File: src/obl_pkg.sv
// constants, field layouts and types of the option byte loader
package obl_pkg;

	localparam int ADDR_W = 20;
	localparam int DATA_W = 8;
	localparam int NUM_BYTES = 4;
	localparam int IDX_W = 2;

	// flash locations of the option area
	localparam logic [ADDR_W-1:0] PRIMARY_BASE = 20'h000C0;
	localparam logic [ADDR_W-1:0] SWAP_BASE = 20'h010C0;
	localparam logic [IDX_W-1:0] IDX_WATCHDOG = 2'h0;
	localparam logic [IDX_W-1:0] IDX_VOLTAGE = 2'h1;
	localparam logic [IDX_W-1:0] IDX_FLASH_CLOCK = 2'h2;
	localparam logic [IDX_W-1:0] IDX_DEBUG = 2'h3;
	localparam logic [IDX_W-1:0] IDX_LAST = 2'h3;

	// register port offsets
	localparam int REG_ADDR_W = 8;
	localparam logic [REG_ADDR_W-1:0] OFS_WATCHDOG_OPTION_BYTE = 8'hC0;
	localparam logic [REG_ADDR_W-1:0] OFS_VOLTAGE_DETECT_OPTION_BYTE = 8'hC1;
	localparam logic [REG_ADDR_W-1:0] OFS_FLASH_CLOCK_OPTION_BYTE = 8'hC2;
	localparam logic [REG_ADDR_W-1:0] OFS_DEBUG_OPTION_BYTE = 8'hC3;
	localparam logic [REG_ADDR_W-1:0] OFS_LOADER_STATUS = 8'hC4;
	localparam logic [REG_ADDR_W-1:0] OFS_LOADER_CONTROL = 8'hC5;

	// status and control bits
	localparam int STAT_DONE_BIT = 0;
	localparam int STAT_SWAP_BIT = 1;
	localparam int STAT_WINDOW_ERR_BIT = 2;
	localparam int STAT_FIXED_ERR_BIT = 3;
	localparam int CTRL_RELOAD_BIT = 0;
	localparam logic [DATA_W-1:0] READ_ZERO = 8'h00;

	// watchdog byte fields
	localparam int WD_IRQ_BIT = 7;
	localparam int WD_OPEN_HI_BIT = 6;
	localparam int WD_OPEN_LO_BIT = 5;
	localparam int WD_ENABLE_BIT = 4;
	localparam int WD_OVF_MSB = 3;
	localparam int WD_OVF_LSB = 1;
	localparam int WD_STANDBY_BIT = 0;

	// voltage detect byte fields
	localparam int VD_UPPER_MSB = 7;
	localparam int VD_UPPER_LSB = 5;
	localparam int VD_FIXED_BIT = 4;
	localparam int VD_LEVEL_MSB = 3;
	localparam int VD_LEVEL_LSB = 2;
	localparam int VD_MODE_MSB = 1;
	localparam int VD_MODE_LSB = 0;

	// flash clock byte fields
	localparam int FC_SPEED_BIT = 7;
	localparam int FC_FREQ_MSB = 1;
	localparam int FC_FREQ_LSB = 0;

	// debug byte fields
	localparam int DBG_ENABLE_BIT = 7;
	localparam int DBG_KEEP_BIT = 0;

	typedef enum logic [1:0] {
		OBL_WIN_PROHIBITED = 2'h0,
		OBL_WIN_50 = 2'h1,
		OBL_WIN_75 = 2'h2,
		OBL_WIN_100 = 2'h3
	} obl_window_t;

	typedef enum logic [1:0] {
		OBL_VD_OFF_EXT_RESET = 2'h0,
		OBL_VD_IRQ_ONLY = 2'h1,
		OBL_VD_IRQ_AND_RESET = 2'h2,
		OBL_VD_RESET_ONLY = 2'h3
	} obl_vd_mode_t;

	typedef enum logic [1:0] {
		OBL_HOCO_3MHZ = 2'h0,
		OBL_HOCO_6MHZ = 2'h1,
		OBL_HOCO_12MHZ = 2'h2,
		OBL_HOCO_24MHZ = 2'h3
	} obl_hoco_t;

endpackage

File: src/obl_decode.sv
// field decoder of the four latched option bytes
`timescale 1ns/1ps
module obl_decode (
	input wire logic [obl_pkg::DATA_W-1:0] wd_byte_i,
	input wire logic [obl_pkg::DATA_W-1:0] vd_byte_i,
	input wire logic [obl_pkg::DATA_W-1:0] fc_byte_i,
	input wire logic [obl_pkg::DATA_W-1:0] dbg_byte_i,
	output logic wd_interval_irq_use_o,
	output logic wd_count_enable_o,
	output logic wd_run_in_standby_o,
	output logic [2:0] wd_overflow_sel_o,
	output obl_pkg::obl_window_t wd_window_o,
	output logic window_prohibited_o,
	output obl_pkg::obl_vd_mode_t vd_mode_o,
	output logic [2:0] detect_level_upper_o,
	output logic [1:0] detect_level_lower_o,
	output logic [4:0] detect_level_single_o,
	output logic fixed_bit_bad_o,
	output logic high_speed_main_o,
	output obl_pkg::obl_hoco_t hoco_freq_o,
	output logic on_chip_debug_enable_o,
	output logic keep_flash_on_auth_fail_o
);
	logic wd_open_period_hi;
	logic wd_open_period_lo;

	assign wd_open_period_hi = wd_byte_i[obl_pkg::WD_OPEN_HI_BIT];
	assign wd_open_period_lo = wd_byte_i[obl_pkg::WD_OPEN_LO_BIT];

	assign wd_interval_irq_use_o = wd_byte_i[obl_pkg::WD_IRQ_BIT];
	assign wd_count_enable_o = wd_byte_i[obl_pkg::WD_ENABLE_BIT];
	assign wd_run_in_standby_o = wd_byte_i[obl_pkg::WD_STANDBY_BIT];
	assign wd_overflow_sel_o = wd_byte_i[obl_pkg::WD_OVF_MSB:obl_pkg::WD_OVF_LSB];
	assign window_prohibited_o = !wd_open_period_hi && !wd_open_period_lo;

	always_comb begin
		if (!wd_run_in_standby_o) begin
			wd_window_o = obl_pkg::OBL_WIN_100;
		end else begin
			wd_window_o = obl_pkg::obl_window_t'({wd_open_period_hi, wd_open_period_lo});
		end
	end

	assign vd_mode_o = obl_pkg::obl_vd_mode_t'(vd_byte_i[obl_pkg::VD_MODE_MSB:obl_pkg::VD_MODE_LSB]);
	assign detect_level_upper_o = vd_byte_i[obl_pkg::VD_UPPER_MSB:obl_pkg::VD_UPPER_LSB];
	assign detect_level_lower_o = vd_byte_i[obl_pkg::VD_LEVEL_MSB:obl_pkg::VD_LEVEL_LSB];
	assign detect_level_single_o = {detect_level_upper_o, detect_level_lower_o};
	assign fixed_bit_bad_o = !vd_byte_i[obl_pkg::VD_FIXED_BIT];

	assign high_speed_main_o = fc_byte_i[obl_pkg::FC_SPEED_BIT];
	assign hoco_freq_o = obl_pkg::obl_hoco_t'(fc_byte_i[obl_pkg::FC_FREQ_MSB:obl_pkg::FC_FREQ_LSB]);

	assign on_chip_debug_enable_o = dbg_byte_i[obl_pkg::DBG_ENABLE_BIT];
	assign keep_flash_on_auth_fail_o = dbg_byte_i[obl_pkg::DBG_KEEP_BIT];
endmodule

File: src/obl_loader.sv
// option byte loader: reads the option area at reset and applies it
//
// Functional notes
// - option area is four consecutive flash bytes from the base address
// - first three are user bytes, fourth is the debug byte
// - bytes are read automatically after every reset before operation
// - with boot swap active all four bytes come from the alternate block
// - first byte sets watchdog enable, standby, overflow, window, interval irq
// - second byte selects one of four voltage-detector modes
// - second byte sets the upper, lower and single detection levels
// - third byte selects low-speed or high-speed main flash mode
// - third byte selects one of four oscillator frequencies, 3 to 24 MHz
// - debug byte enables or disables on-chip debug
// - debug byte decides erase or keep on security id failure
// - window code 01 is 50%, 10 is 75%, 11 is 100%, 00 prohibited
// - window fully open whenever standby counting is disabled
// - watchdog counts right after reset only when enable bit is one
//
// Added by the designer: the plain strobed port.
`timescale 1ns/1ps
module obl_loader #(
	parameter int NUM_BYTES = obl_pkg::NUM_BYTES
) (
	input wire logic clock_i,
	input wire logic reset_i,
	input wire logic ce_i,
	input wire logic boot_swap_i,
	output logic flash_req_o,
	output logic [obl_pkg::ADDR_W-1:0] flash_addr_o,
	input wire logic flash_ack_i,
	input wire logic [obl_pkg::DATA_W-1:0] flash_rdata_i,
	input wire logic [obl_pkg::REG_ADDR_W-1:0] reg_addr_i,
	input wire logic [obl_pkg::DATA_W-1:0] reg_wdata_i,
	input wire logic reg_wr_i,
	input wire logic reg_rd_i,
	output logic [obl_pkg::DATA_W-1:0] reg_rdata_o,
	output logic units_reset_o,
	output logic load_done_o,
	output logic wd_interval_irq_use_o,
	output logic wd_count_enable_o,
	output logic wd_counter_run_o,
	output logic wd_run_in_standby_o,
	output logic [2:0] wd_overflow_sel_o,
	output obl_pkg::obl_window_t wd_window_o,
	output obl_pkg::obl_vd_mode_t vd_mode_o,
	output logic [2:0] detect_level_upper_o,
	output logic [1:0] detect_level_lower_o,
	output logic [4:0] detect_level_single_o,
	output logic high_speed_main_o,
	output obl_pkg::obl_hoco_t hoco_freq_o,
	output logic on_chip_debug_enable_o,
	output logic keep_flash_on_auth_fail_o
);
	typedef enum logic [1:0] {
		OBL_ST_START,
		OBL_ST_READ,
		OBL_ST_DONE
	} obl_state_t;

	if (NUM_BYTES != obl_pkg::NUM_BYTES) begin : g_bad_num_bytes
		$error("obl_loader: the option area holds exactly four bytes");
	end

	obl_state_t state_r;
	obl_state_t state_nxt;
	logic [obl_pkg::IDX_W-1:0] idx_r;
	logic swap_r;
	logic [obl_pkg::DATA_W-1:0] opt_r [NUM_BYTES];
	logic [obl_pkg::DATA_W-1:0] reg_rdata_r;
	logic reload_req;
	logic last_ack;
	logic cfg_load;

	// decoded fields of the latched bytes
	logic dec_irq_use;
	logic dec_count_enable;
	logic dec_standby;
	logic [2:0] dec_overflow;
	obl_pkg::obl_window_t dec_window;
	logic dec_window_bad;
	obl_pkg::obl_vd_mode_t dec_vd_mode;
	logic [2:0] dec_upper;
	logic [1:0] dec_lower;
	logic [4:0] dec_single;
	logic dec_fixed_bad;
	logic dec_hs;
	obl_pkg::obl_hoco_t dec_hoco;
	logic dec_ocd;
	logic dec_keep;

	assign reload_req = reg_wr_i && (reg_addr_i == obl_pkg::OFS_LOADER_CONTROL)
		&& reg_wdata_i[obl_pkg::CTRL_RELOAD_BIT];
	assign last_ack = (state_r == OBL_ST_READ) && flash_ack_i && (idx_r == obl_pkg::IDX_LAST);
	assign cfg_load = ce_i && (state_r == OBL_ST_DONE);

	always_comb begin
		state_nxt = state_r;
		unique case (state_r)
			OBL_ST_START: begin
				state_nxt = OBL_ST_READ;
			end
			OBL_ST_READ: begin
				if (last_ack) begin
					state_nxt = OBL_ST_DONE;
				end
			end
			OBL_ST_DONE: begin
				if (reload_req) begin
					state_nxt = OBL_ST_START;
				end
			end
		endcase
	end

	always_ff @(posedge clock_i or posedge reset_i) begin
		if (reset_i) begin
			state_r <= OBL_ST_START;
		end else if (ce_i) begin
			state_r <= state_nxt;
		end
	end

	// byte index walks the four consecutive locations
	always_ff @(posedge clock_i or posedge reset_i) begin
		if (reset_i) begin
			idx_r <= obl_pkg::IDX_WATCHDOG;
		end else if (ce_i) begin
			if (state_r == OBL_ST_START) begin
				idx_r <= obl_pkg::IDX_WATCHDOG;
			end else if (state_r == OBL_ST_READ && flash_ack_i) begin
				idx_r <= idx_r + 2'h1;
			end
		end
	end

	// copy selection caught once per load
	always_ff @(posedge clock_i or posedge reset_i) begin
		if (reset_i) begin
			swap_r <= 1'b0;
		end else if (ce_i && state_r == OBL_ST_START) begin
			swap_r <= boot_swap_i;
		end
	end

	// read request toward the flash array
	always_ff @(posedge clock_i or posedge reset_i) begin
		if (reset_i) begin
			flash_addr_o <= obl_pkg::PRIMARY_BASE;
		end else if (ce_i) begin
			if (state_r == OBL_ST_START) begin
				flash_addr_o <= boot_swap_i ? obl_pkg::SWAP_BASE : obl_pkg::PRIMARY_BASE;
			end else if (state_r == OBL_ST_READ && flash_ack_i) begin
				flash_addr_o <= flash_addr_o + 20'h00001;
			end
		end
	end

	assign flash_req_o = (state_r == OBL_ST_READ);

	// latched option bytes
	generate
		for (genvar g = 0; g < NUM_BYTES; g++) begin : g_opt
			always_ff @(posedge clock_i or posedge reset_i) begin
				if (reset_i) begin
					opt_r[g] <= obl_pkg::READ_ZERO;
				end else if (ce_i && state_r == OBL_ST_READ && flash_ack_i
					&& idx_r == obl_pkg::IDX_W'(g)) begin
					opt_r[g] <= flash_rdata_i;
				end
			end
		end
	endgenerate

	obl_decode u_decode (
		.wd_byte_i(opt_r[obl_pkg::IDX_WATCHDOG]),
		.vd_byte_i(opt_r[obl_pkg::IDX_VOLTAGE]),
		.fc_byte_i(opt_r[obl_pkg::IDX_FLASH_CLOCK]),
		.dbg_byte_i(opt_r[obl_pkg::IDX_DEBUG]),
		.wd_interval_irq_use_o(dec_irq_use),
		.wd_count_enable_o(dec_count_enable),
		.wd_run_in_standby_o(dec_standby),
		.wd_overflow_sel_o(dec_overflow),
		.wd_window_o(dec_window),
		.window_prohibited_o(dec_window_bad),
		.vd_mode_o(dec_vd_mode),
		.detect_level_upper_o(dec_upper),
		.detect_level_lower_o(dec_lower),
		.detect_level_single_o(dec_single),
		.fixed_bit_bad_o(dec_fixed_bad),
		.high_speed_main_o(dec_hs),
		.hoco_freq_o(dec_hoco),
		.on_chip_debug_enable_o(dec_ocd),
		.keep_flash_on_auth_fail_o(dec_keep)
	);

	// configuration outputs update only when a full set is latched
	always_ff @(posedge clock_i or posedge reset_i) begin
		if (reset_i) begin
			wd_interval_irq_use_o <= 1'b0;
		end else if (cfg_load) begin
			wd_interval_irq_use_o <= dec_irq_use;
		end
	end

	always_ff @(posedge clock_i or posedge reset_i) begin
		if (reset_i) begin
			wd_count_enable_o <= 1'b0;
		end else if (cfg_load) begin
			wd_count_enable_o <= dec_count_enable;
		end
	end

	always_ff @(posedge clock_i or posedge reset_i) begin
		if (reset_i) begin
			wd_run_in_standby_o <= 1'b0;
		end else if (cfg_load) begin
			wd_run_in_standby_o <= dec_standby;
		end
	end

	always_ff @(posedge clock_i or posedge reset_i) begin
		if (reset_i) begin
			wd_overflow_sel_o <= 3'h0;
		end else if (cfg_load) begin
			wd_overflow_sel_o <= dec_overflow;
		end
	end

	always_ff @(posedge clock_i or posedge reset_i) begin
		if (reset_i) begin
			wd_window_o <= obl_pkg::OBL_WIN_100;
		end else if (cfg_load) begin
			wd_window_o <= dec_window;
		end
	end

	always_ff @(posedge clock_i or posedge reset_i) begin
		if (reset_i) begin
			vd_mode_o <= obl_pkg::OBL_VD_OFF_EXT_RESET;
		end else if (cfg_load) begin
			vd_mode_o <= dec_vd_mode;
		end
	end

	always_ff @(posedge clock_i or posedge reset_i) begin
		if (reset_i) begin
			detect_level_upper_o <= 3'h0;
		end else if (cfg_load) begin
			detect_level_upper_o <= dec_upper;
		end
	end

	always_ff @(posedge clock_i or posedge reset_i) begin
		if (reset_i) begin
			detect_level_lower_o <= 2'h0;
		end else if (cfg_load) begin
			detect_level_lower_o <= dec_lower;
		end
	end

	always_ff @(posedge clock_i or posedge reset_i) begin
		if (reset_i) begin
			detect_level_single_o <= 5'h00;
		end else if (cfg_load) begin
			detect_level_single_o <= dec_single;
		end
	end

	always_ff @(posedge clock_i or posedge reset_i) begin
		if (reset_i) begin
			high_speed_main_o <= 1'b0;
		end else if (cfg_load) begin
			high_speed_main_o <= dec_hs;
		end
	end

	always_ff @(posedge clock_i or posedge reset_i) begin
		if (reset_i) begin
			hoco_freq_o <= obl_pkg::OBL_HOCO_3MHZ;
		end else if (cfg_load) begin
			hoco_freq_o <= dec_hoco;
		end
	end

	always_ff @(posedge clock_i or posedge reset_i) begin
		if (reset_i) begin
			on_chip_debug_enable_o <= 1'b0;
		end else if (cfg_load) begin
			on_chip_debug_enable_o <= dec_ocd;
		end
	end

	always_ff @(posedge clock_i or posedge reset_i) begin
		if (reset_i) begin
			keep_flash_on_auth_fail_o <= 1'b0;
		end else if (cfg_load) begin
			keep_flash_on_auth_fail_o <= dec_keep;
		end
	end

	// done and unit reset switch at the edge that first loads the config
	always_ff @(posedge clock_i or posedge reset_i) begin
		if (reset_i) begin
			load_done_o <= 1'b0;
			units_reset_o <= 1'b1;
		end else if (ce_i) begin
			load_done_o <= (state_r == OBL_ST_DONE) && !reload_req;
			units_reset_o <= (state_r != OBL_ST_DONE) || reload_req;
		end
	end

	// watchdog starts one cycle after release only when its enable option is set
	always_ff @(posedge clock_i or posedge reset_i) begin
		if (reset_i) begin
			wd_counter_run_o <= 1'b0;
		end else if (ce_i) begin
			wd_counter_run_o <= load_done_o && wd_count_enable_o;
		end
	end

	// register readback, data in the cycle after the strobe
	always_ff @(posedge clock_i or posedge reset_i) begin
		if (reset_i) begin
			reg_rdata_r <= obl_pkg::READ_ZERO;
		end else if (ce_i) begin
			reg_rdata_r <= obl_pkg::READ_ZERO;
			if (reg_rd_i) begin
				unique case (reg_addr_i)
					obl_pkg::OFS_WATCHDOG_OPTION_BYTE: begin
						reg_rdata_r <= opt_r[obl_pkg::IDX_WATCHDOG];
					end
					obl_pkg::OFS_VOLTAGE_DETECT_OPTION_BYTE: begin
						reg_rdata_r <= opt_r[obl_pkg::IDX_VOLTAGE];
					end
					obl_pkg::OFS_FLASH_CLOCK_OPTION_BYTE: begin
						reg_rdata_r <= opt_r[obl_pkg::IDX_FLASH_CLOCK];
					end
					obl_pkg::OFS_DEBUG_OPTION_BYTE: begin
						reg_rdata_r <= opt_r[obl_pkg::IDX_DEBUG];
					end
					obl_pkg::OFS_LOADER_STATUS: begin
						reg_rdata_r[obl_pkg::STAT_DONE_BIT] <= load_done_o;
						reg_rdata_r[obl_pkg::STAT_SWAP_BIT] <= swap_r;
						reg_rdata_r[obl_pkg::STAT_WINDOW_ERR_BIT] <= dec_window_bad && load_done_o;
						reg_rdata_r[obl_pkg::STAT_FIXED_ERR_BIT] <= dec_fixed_bad && load_done_o;
					end
					default: begin
						reg_rdata_r <= obl_pkg::READ_ZERO;
					end
				endcase
			end
		end
	end

	assign reg_rdata_o = reg_rdata_r;
endmodule

File: config.mk
export PLATFORM = sky130hd
export DESIGN_NAME = obl_loader
export DESIGN_NICKNAME = d
export VERILOG_FILES = /design/src/obl_pkg.sv /design/src/obl_decode.sv /design/src/obl_loader.sv
export SDC_FILE = /design/constraint.sdc
export NUM_CORES = 1
export LEC_CHECK = 0
export ABC_AREA = 1
export BUFFER_PORTS_ARGS = -buffer_cell sky130_fd_sc_hd__buf_2
export CAP_MARGIN = 20
export CORE_ASPECT_RATIO = 1.75
export CORE_MARGIN = 8
export CORE_UTILIZATION = 45
export DETAILED_ROUTE_END_ITERATION = 8
export PLACE_DENSITY = 0.77
export REMOVE_ABC_BUFFERS = 1
export SKIP_LAST_GASP = 1
export SLEW_MARGIN = 40
export SYNTH_ARGS = -nofsm -noshare
export SYNTH_HDL_FRONTEND = slang
export SYNTH_SLANG_ARGS = --single-unit
File: constraint.sdc
create_clock -name clock_i -period 2.8 [get_ports clock_i]
set_input_delay 0.28 -clock clock_i [delete_from_list [all_inputs] [get_ports clock_i]]
set_output_delay 0.28 -clock clock_i [all_outputs]
set_load 0.05 [all_outputs]
==> impl_metrics.tcl, run 1 <==
set metrics [dict create \
    fp-row-count 47 \
    slowest_delay_ns 0.41 \
    cts_tree "built" \
    ir_worst_vdd_mv 0.578 \
    drtAntennaViolNets 0 \
    hold_viol 0 \
    grt_pass1_wl_um 17500 \
    cts_root_buf "clkbuf_16" \
    switching_share_pct 42.1 \
    placed_area_um2 4720 \
    grt_setup_unrepaired "false" \
    max_slew_margin_pct 54.4 \
    synth-seq-cells 88 \
    cp_slowest_cell "dfrtp_1" \
    clockBufferDepth 2 \
    synth.avg_cell_area_um2 8.16 \
    final_area_um2 5050 \
    synth_cell_type_count 29 \
    setup_ws_ns 0.947 \
    die_w_um 89.5 \
    cts.clk_slew.worst_paths_ns 0.07 \
    max_freq_mhz 540 \
    cts_buffers 9 \
    dp_hpwl_um 7950 \
    die-height_um 145 \
    synth_top_area_share_pct 48.8 \
    p_leak_nw 2.75 \
    hold_path.class "input port to flip-flop" \
    synth_edf_count 0 \
    grt_pass1_vias 3804 \
    status "finished, final reports clean" \
    vias 3681 \
    intPower_mw 2.86 \
    worst_pin_slew_ns 0.681 \
    nNetsFinal 641 \
    p_per_area_nw_per_um2 979 \
    routed_wl_um 10700 \
    fin_crit_sh_pct 66.2 \
    cts_htree_levels 3 \
    grt-busiest-layer "met2" \
    core_region_area_um2 9350 \
    path_class "flip-flop to flip-flop" \
    cp-end-kind "flip-flop" \
    setup_tns_ns 0 \
    maxCapViolations 0 \
    timing.hold.ws_ns 0.174 \
    drt_pass1_iterations 5 \
    p_sw_mw 2.08 \
    dieArea_um2 13000 \
    skew_ns 0.00882 \
    wire_per_inst_um 14.6 \
    grt_max_degree 52 \
    drive_gt1_share_pct 21.0 \
    start_util_pct 45.5 \
    io_pins 88 \
    grt_util_met1_pct 18.3 \
    finalWeightedCongestion 0.892 \
    grt_antenna_before_repair 0 \
    syn_inst 522 \
    yosysTopAreaCell "dfrtp_1" \
    pwr-share-clk_pct 26.3 \
    drc_errors 0 \
    synthArstFlopShare_pct 100 \
    use_met2_pct 32.0 \
    start_kind "flip-flop" \
    comb_power_share_pct 34.5 \
    finalCoreUtilization_pct 54.0 \
    setup_violations 0 \
    drv_slew 0 \
    period_minus_slack_ns 1.85 \
    power_frac_seq_pct 39.3 \
    diodes 0 \
    dp_slack_ns 0.976 \
    portBuffers 80 \
    grt_overflow_total 0 \
    insertion_delay_ns 0.34 \
    ys_seq_area_share_pct 51.9 \
    crit_fanout 19 \
    viasPerCell 5.06 \
    ys_warn_count 0 \
    area_growth_pct 18.6 \
    ys.flop_type "dfrtp_1" \
    ys_top_cells_by_area "dfrtp_1 (49%), nand2_1 (15%), o21ai_0 (6.3%)" \
    clock-sinks 88 \
    grt_util_met3_pct 3.28 \
    crit_chain "inv_1 > ha_1 > nand2_4 > nand2_4 > inv_4 > nor2_2 > inv_1 > nor2_1 > nand2_1 > nand2_1 > nor2_1" \
    first_iter_violations 181 \
    cp.arrival_ns 2.09 \
    cp.required_ns 3.03 \
    grtUsageTotal_pct 17.6 \
    syn-cell-area_um2 4260 \
]
[final cells by class]
cell class | count | area [um2]
sequential | 88 | 2210
inverter | 50 | 195
timing repair buffer | 86 | 448
clock buffer | 10 | 229
tap | 122 | 153
fill | 869 | 4300
clock inverter | 6 | 92.6
multi-input combinational | 366 | 1720
[flip-flops by register name (all words and copies together), names as in the netlist, 2 cells and up]
signal                count
opt_r                    32
hoco_freq_o               2
flash_addr_o             20
detect_level_upper_o      3
state_r                   2
vd_mode_o                 2
reg_rdata_o               8
wd_window_o               2
idx_r                     2
wd_overflow_sel_o         3
[final timing paths]
kind | from | end | slack [ns] | cells past startpoint
max in group asynchronous | reset_i | wd_window_o[1]$_DFFE_PP1P_ | 1.66 | 4
max | state_r[1]$_DFFE_PP0P_ | flash_addr_o[14]$_DFFE_PP0P_ | 0.95 | 11
min | flash_rdata_i[7] | opt_r[7]$_DFFE_PP0P_ | 0.17 | 3
max reg2reg | state_r[1]$_DFFE_PP0P_ | flash_addr_o[14]$_DFFE_PP0P_ | 0.95 | 11
min reg2reg | units_reset_o$_DFFE_PP1P_ | units_reset_o$_DFFE_PP1P_ | 0.47 | 2
min in group asynchronous | reset_i | wd_overflow_sel_o[2]$_DFFE_PP0P_ | 0.50 | 3
[logic make-up (layout without fill, tap and decap cells)]
family | Yosys count | in the layout | synth area share [%]
adders and majority gates | 9 | 9 | 2.64
buffers and inverters | 68 | 152 | 7.67
DFF | 88 | 88 | 51.9
and+or+nand+nor | 283 | 283 | 29.0
AOI/OAI and AO/OA | 74 | 74 | 8.79
[per-layer routing]
| layer | up-vias | part of all wire (%) |
|---|---|---|
| met3 | 20 | 5.4 |
| met1 | 1737 | 38 |
| met2 | 109 | 53 |
| met4 | 0 | 3.1 |
| li1 | 1815 | - |
| met5 | - | 0 |
[synthesized netlist by cell type, types with 2 or more instances]
cell / instances
inv_2: 3
buf_2: 4
nor2_2: 7
nand3b_1: 4
dfstp_2: 5
nand3_1: 42
o21ai_0: 54
nand2_4: 6
nand4_1: 3
nor3b_1: 2
nor3_1: 3
dfrtp_1: 83
a21oi_1: 17
inv_1: 45
nor2_1: 44
ha_1: 9
clkbuf_1: 2
buf_4: 7
nand2_1: 167
buf_6: 5
nand3_2: 2
[per-stage QoR]
| step | power [mW] | cells |
|---|---|---|
| floorplan | 3.19 | 504 |
| CTS | 4.98 | 728 |
| finish | 4.94 | 728 |
| detailed placement | 3.67 | 711 |
| global placement | 3.61 | 711 |
| global route | 5.22 | 728 |
[power by group through the flow]
| stage | Clock [mW] | Sequential [mW] | Combinational (mW) |
|---|---|---|---|
| CTS | 1.32 | 1.94 | 1.73 |
| detailed placement | 0 | 1.96 | 1.72 |
| finish | 1.30 | 1.94 | 1.70 |
| global placement | 0 | 1.94 | 1.68 |
| global route | 1.37 | 1.98 | 1.86 |
| floorplan | 0 | 2.55 | 0.641 |
[cells in the final DEF, fill, tap and decap left out, types with 2 or more instances in the layout]
master,netlist,routed
nand3b_1,4,4
dfstp_2,5,5
nand2_4,6,6
nand3_2,2,2
nor3b_1,2,2
inv_2,3,3
dfrtp_1,83,83
nand3_1,42,42
buf_4,7,5
a21oi_1,17,17
bufinv_16,0,2
nor3_1,3,3
inv_6,0,2
inv_1,45,44
ha_1,9,9
nand4_1,3,3
buf_2,4,80
clkbuf_16,0,9
nand2_1,167,167
o21ai_0,54,54
nor2_1,44,44
clkinvlp_4,0,2
nor2_2,7,7
[worst max-delay path: cells and delay by family (launching register included)]
| kind | cells | cell delay, ns |
|---|---|---|
| buffers and inverters | 3 | 0.25 |
| and+or+nand+nor | 7 | 0.81 |
| adders and majority gates | 1 | 0.27 |
| DFF | 1 | 0.41 |
[repair_timing]
item,4_1_cts,5_1_grt
setup endpoints to repair,0,0
resized for setup,0,0
hold buffers,1,0
buffers inserted,0,0
endpoints found under the hold margin,47,0
(Power assumes the default switching activity.)
==> run 2, diff against run 1 <==
Settings changed: ABC_AREA 1 to 0.
Clock period 2.8 ns to 1.84 ns, I/O delays scaled along.
==> impl_metrics.tcl, run 2 <==
set metrics [dict create \
    wire_per_inst_um 18.2 \
    dp_hpwl_um 7370 \
    yosysMostFrequentCell "dfrtp_1" \
    use_met2_pct 30.8 \
    clockBufferDepth 2 \
    drive_gt1_share_pct 45.6 \
    die_w_um 87.8 \
    largest-register "opt_r" \
    synthArstFlopShare_pct 100 \
    placed_area_um2 4760 \
    fin_crit_sh_pct 96.9 \
    core_region_area_um2 8920 \
    viasPerCell 5.47 \
    cts_tree "built" \
    ir_worst_vdd_mv 1.21 \
    worst_pin_slew_ns 0.356 \
    skew_ns 0.00755 \
    fp-row-count 46 \
    setup_tns_ns 0 \
    yosysTopAreaCell "dfrtp_1" \
    portBuffers 80 \
    cts_buffers 9 \
    insertion_delay_ns 0.34 \
    ys_warn_count 0 \
    slowest_delay_ns 0.41 \
    dieArea_um2 12400 \
    synth.avg_cell_area_um2 12.7 \
    holdPathEnd "swap_r$_DFFE_PP0P_" \
    setup_ws_ns 0.0576 \
    first_iter_violations 134 \
    reg2regPathDepth 6 \
    drtAntennaViolNets 0 \
    hold_path.class "input port to flip-flop" \
    crit_fanout 8 \
    cp.required_ns 2.11 \
    grt_setup_unrepaired "true" \
    cts_htree_levels 3 \
    grt_max_degree 53 \
    grt_overflow_total 0 \
    dp_slack_ns -0.0318 \
    ys.flop_type "dfrtp_1" \
    final_cell_mix "dfrtp_1 (82), buf_2 (80), mux2_2 (51)" \
    period_minus_slack_ns 1.78 \
    grtUsageTotal_pct 17.0 \
    clock-sinks 88 \
    synth_edf_count 0 \
    cp-end-kind "flip-flop" \
    area_growth_pct 26.8 \
    hold_viol 0 \
    grt_antenna_before_repair 0 \
    syn-cell-area_um2 4060 \
    timing.hold.ws_ns 0.0856 \
    p_per_area_nw_per_um2 1570 \
    grt_pass1_vias 3224 \
    cp_slowest_cell "or3_1" \
    grt-busiest-layer "met2" \
    drc_errors 0 \
    setup_violations 0 \
    start_kind "flip-flop" \
    finalCoreUtilization_pct 57.7 \
    crit_chain "inv_2 > ha_4 > a21o_1 > nand4_1 > or3_1 > a21oi_1" \
    finalWeightedCongestion 0.808 \
    grt_util_met3_pct 4.23 \
    r2r-end "flash_addr_o[13]$_DFFE_PP0P_" \
    hold_start "boot_swap_i" \
    grt_util_met1_pct 17.6 \
    cts.clk_slew.worst_paths_ns 0.07 \
    nNetsFinal 469 \
    fill_cells 716 \
    p_leak_nw 2.53 \
    io_pins 88 \
    final_area_um2 5150 \
    rr_startpoint "state_r[1]$_DFFE_PP0P_" \
    synth_commonest_cells "dfrtp_1 (83), mux2_2 (51), nand2_1 (23)" \
    ys_top_cells_by_area "dfrtp_1 (51%), mux2_2 (14%), mux4_1 (4.5%)" \
    synth_top_area_share_pct 51.1 \
    max_freq_mhz 561 \
    start_util_pct 45.5 \
    vias 3030 \
    syn_inst 321 \
    drt_pass1_iterations 4 \
    drv_slew 0 \
    synth-seq-cells 88 \
    hold_depth 3 \
    ys_seq_area_share_pct 54.4 \
    grt_pass1_wl_um 16000 \
    max_slew_margin_pct 76.2 \
    path_class "flip-flop to flip-flop" \
    status "finished, final reports clean" \
    dp_cells 534 \
    die-height_um 142 \
    synth_cell_type_count 45 \
    cts_root_buf "clkbuf_16" \
    maxCapViolations 0 \
    final_common_cell "dfrtp_1" \
    diodes 0 \
    routed_wl_um 10100 \
    largest_register_ffs 32 \
    power_mw 8.11 \
    final_cells 554 \
    rrSetupSlack_ns 0.06 \
    cp.arrival_ns 2.05 \
]
==> run 2: logic make-up (layout without fill, tap and decap cells) <==
family	count (synthesis)	in the layout	share of synthesized area, %
compound gates	50	50	8.13
xor+xnor	3	3	0.647
fa+ha+maj	9	9	2.77
buf+inv	31	144	3.54
flops	88	88	54.4
mux	63	63	20.0
simple gates	77	77	10.5
==> run 2: worst max path at each step <==
stage                                 from                                   to  slack (ns)
floorplan                          reset_i  detect_level_lower_o[0]$_DFFE_PP0P_       -0.61
global placement             reg_addr_i[4]               state_r[1]$_DFFE_PP0P_        0.02
detailed placement  state_r[1]$_DFFE_PP0P_         flash_addr_o[18]$_DFFE_PP0P_       -0.03
CTS                 state_r[0]$_DFFE_PP0P_         flash_addr_o[18]$_DFFE_PP0P_       0.002
global route        state_r[1]$_DFFE_PP0P_         flash_addr_o[18]$_DFFE_PP0P_       -0.05
finish              state_r[1]$_DFFE_PP0P_         flash_addr_o[13]$_DFFE_PP0P_        0.06
==> run 2: per-layer routing <==
layer / wire length, um / share of wire, %
met4: 217 / 2.2
met1: 3870 / 38
met2: 5420 / 54
met5: 0 / 0
met3: 554 / 5.5
==> run 2: where the power goes <==
part | leakage (nW) | switching, mW | total [mW] | internal, mW
Clock | 0.145 | 0.737 | 1.82 | 1.09
Sequential | 1.14 | 0.445 | 3.04 | 2.59
Combinational | 1.25 | 2.00 | 3.25 | 1.25
==> run 2: worst max-delay path: cells and delay by family (launching register included) <==
family          cells  cell delay (ns)
fa+ha+maj           1             0.15
flops               1             0.39
buf+inv             1             0.12
compound gates      2             0.34
simple gates        2             0.71
==> run 2: layout make-up <==
type,count,area (um2),share of cell area [%]
tap,120,150,2.92
timing repair buffer,111,673,13.1
sequential,88,2210,42.9
clock inverter,5,56.3,1.09
multi-input combinational,202,1750,34.0
inverter,17,65.1,1.26
clock buffer,11,243,4.71
==> run 2: timing repair <==
item                                    in CTS  in global routing
hold buffers                                 1                  0
endpoints found under the setup margin      10                 12
endpoints found under the hold margin       15                  0
buffers inserted                             0                  3
pin swaps                                    2                  9
gates resized for setup                      2                 10
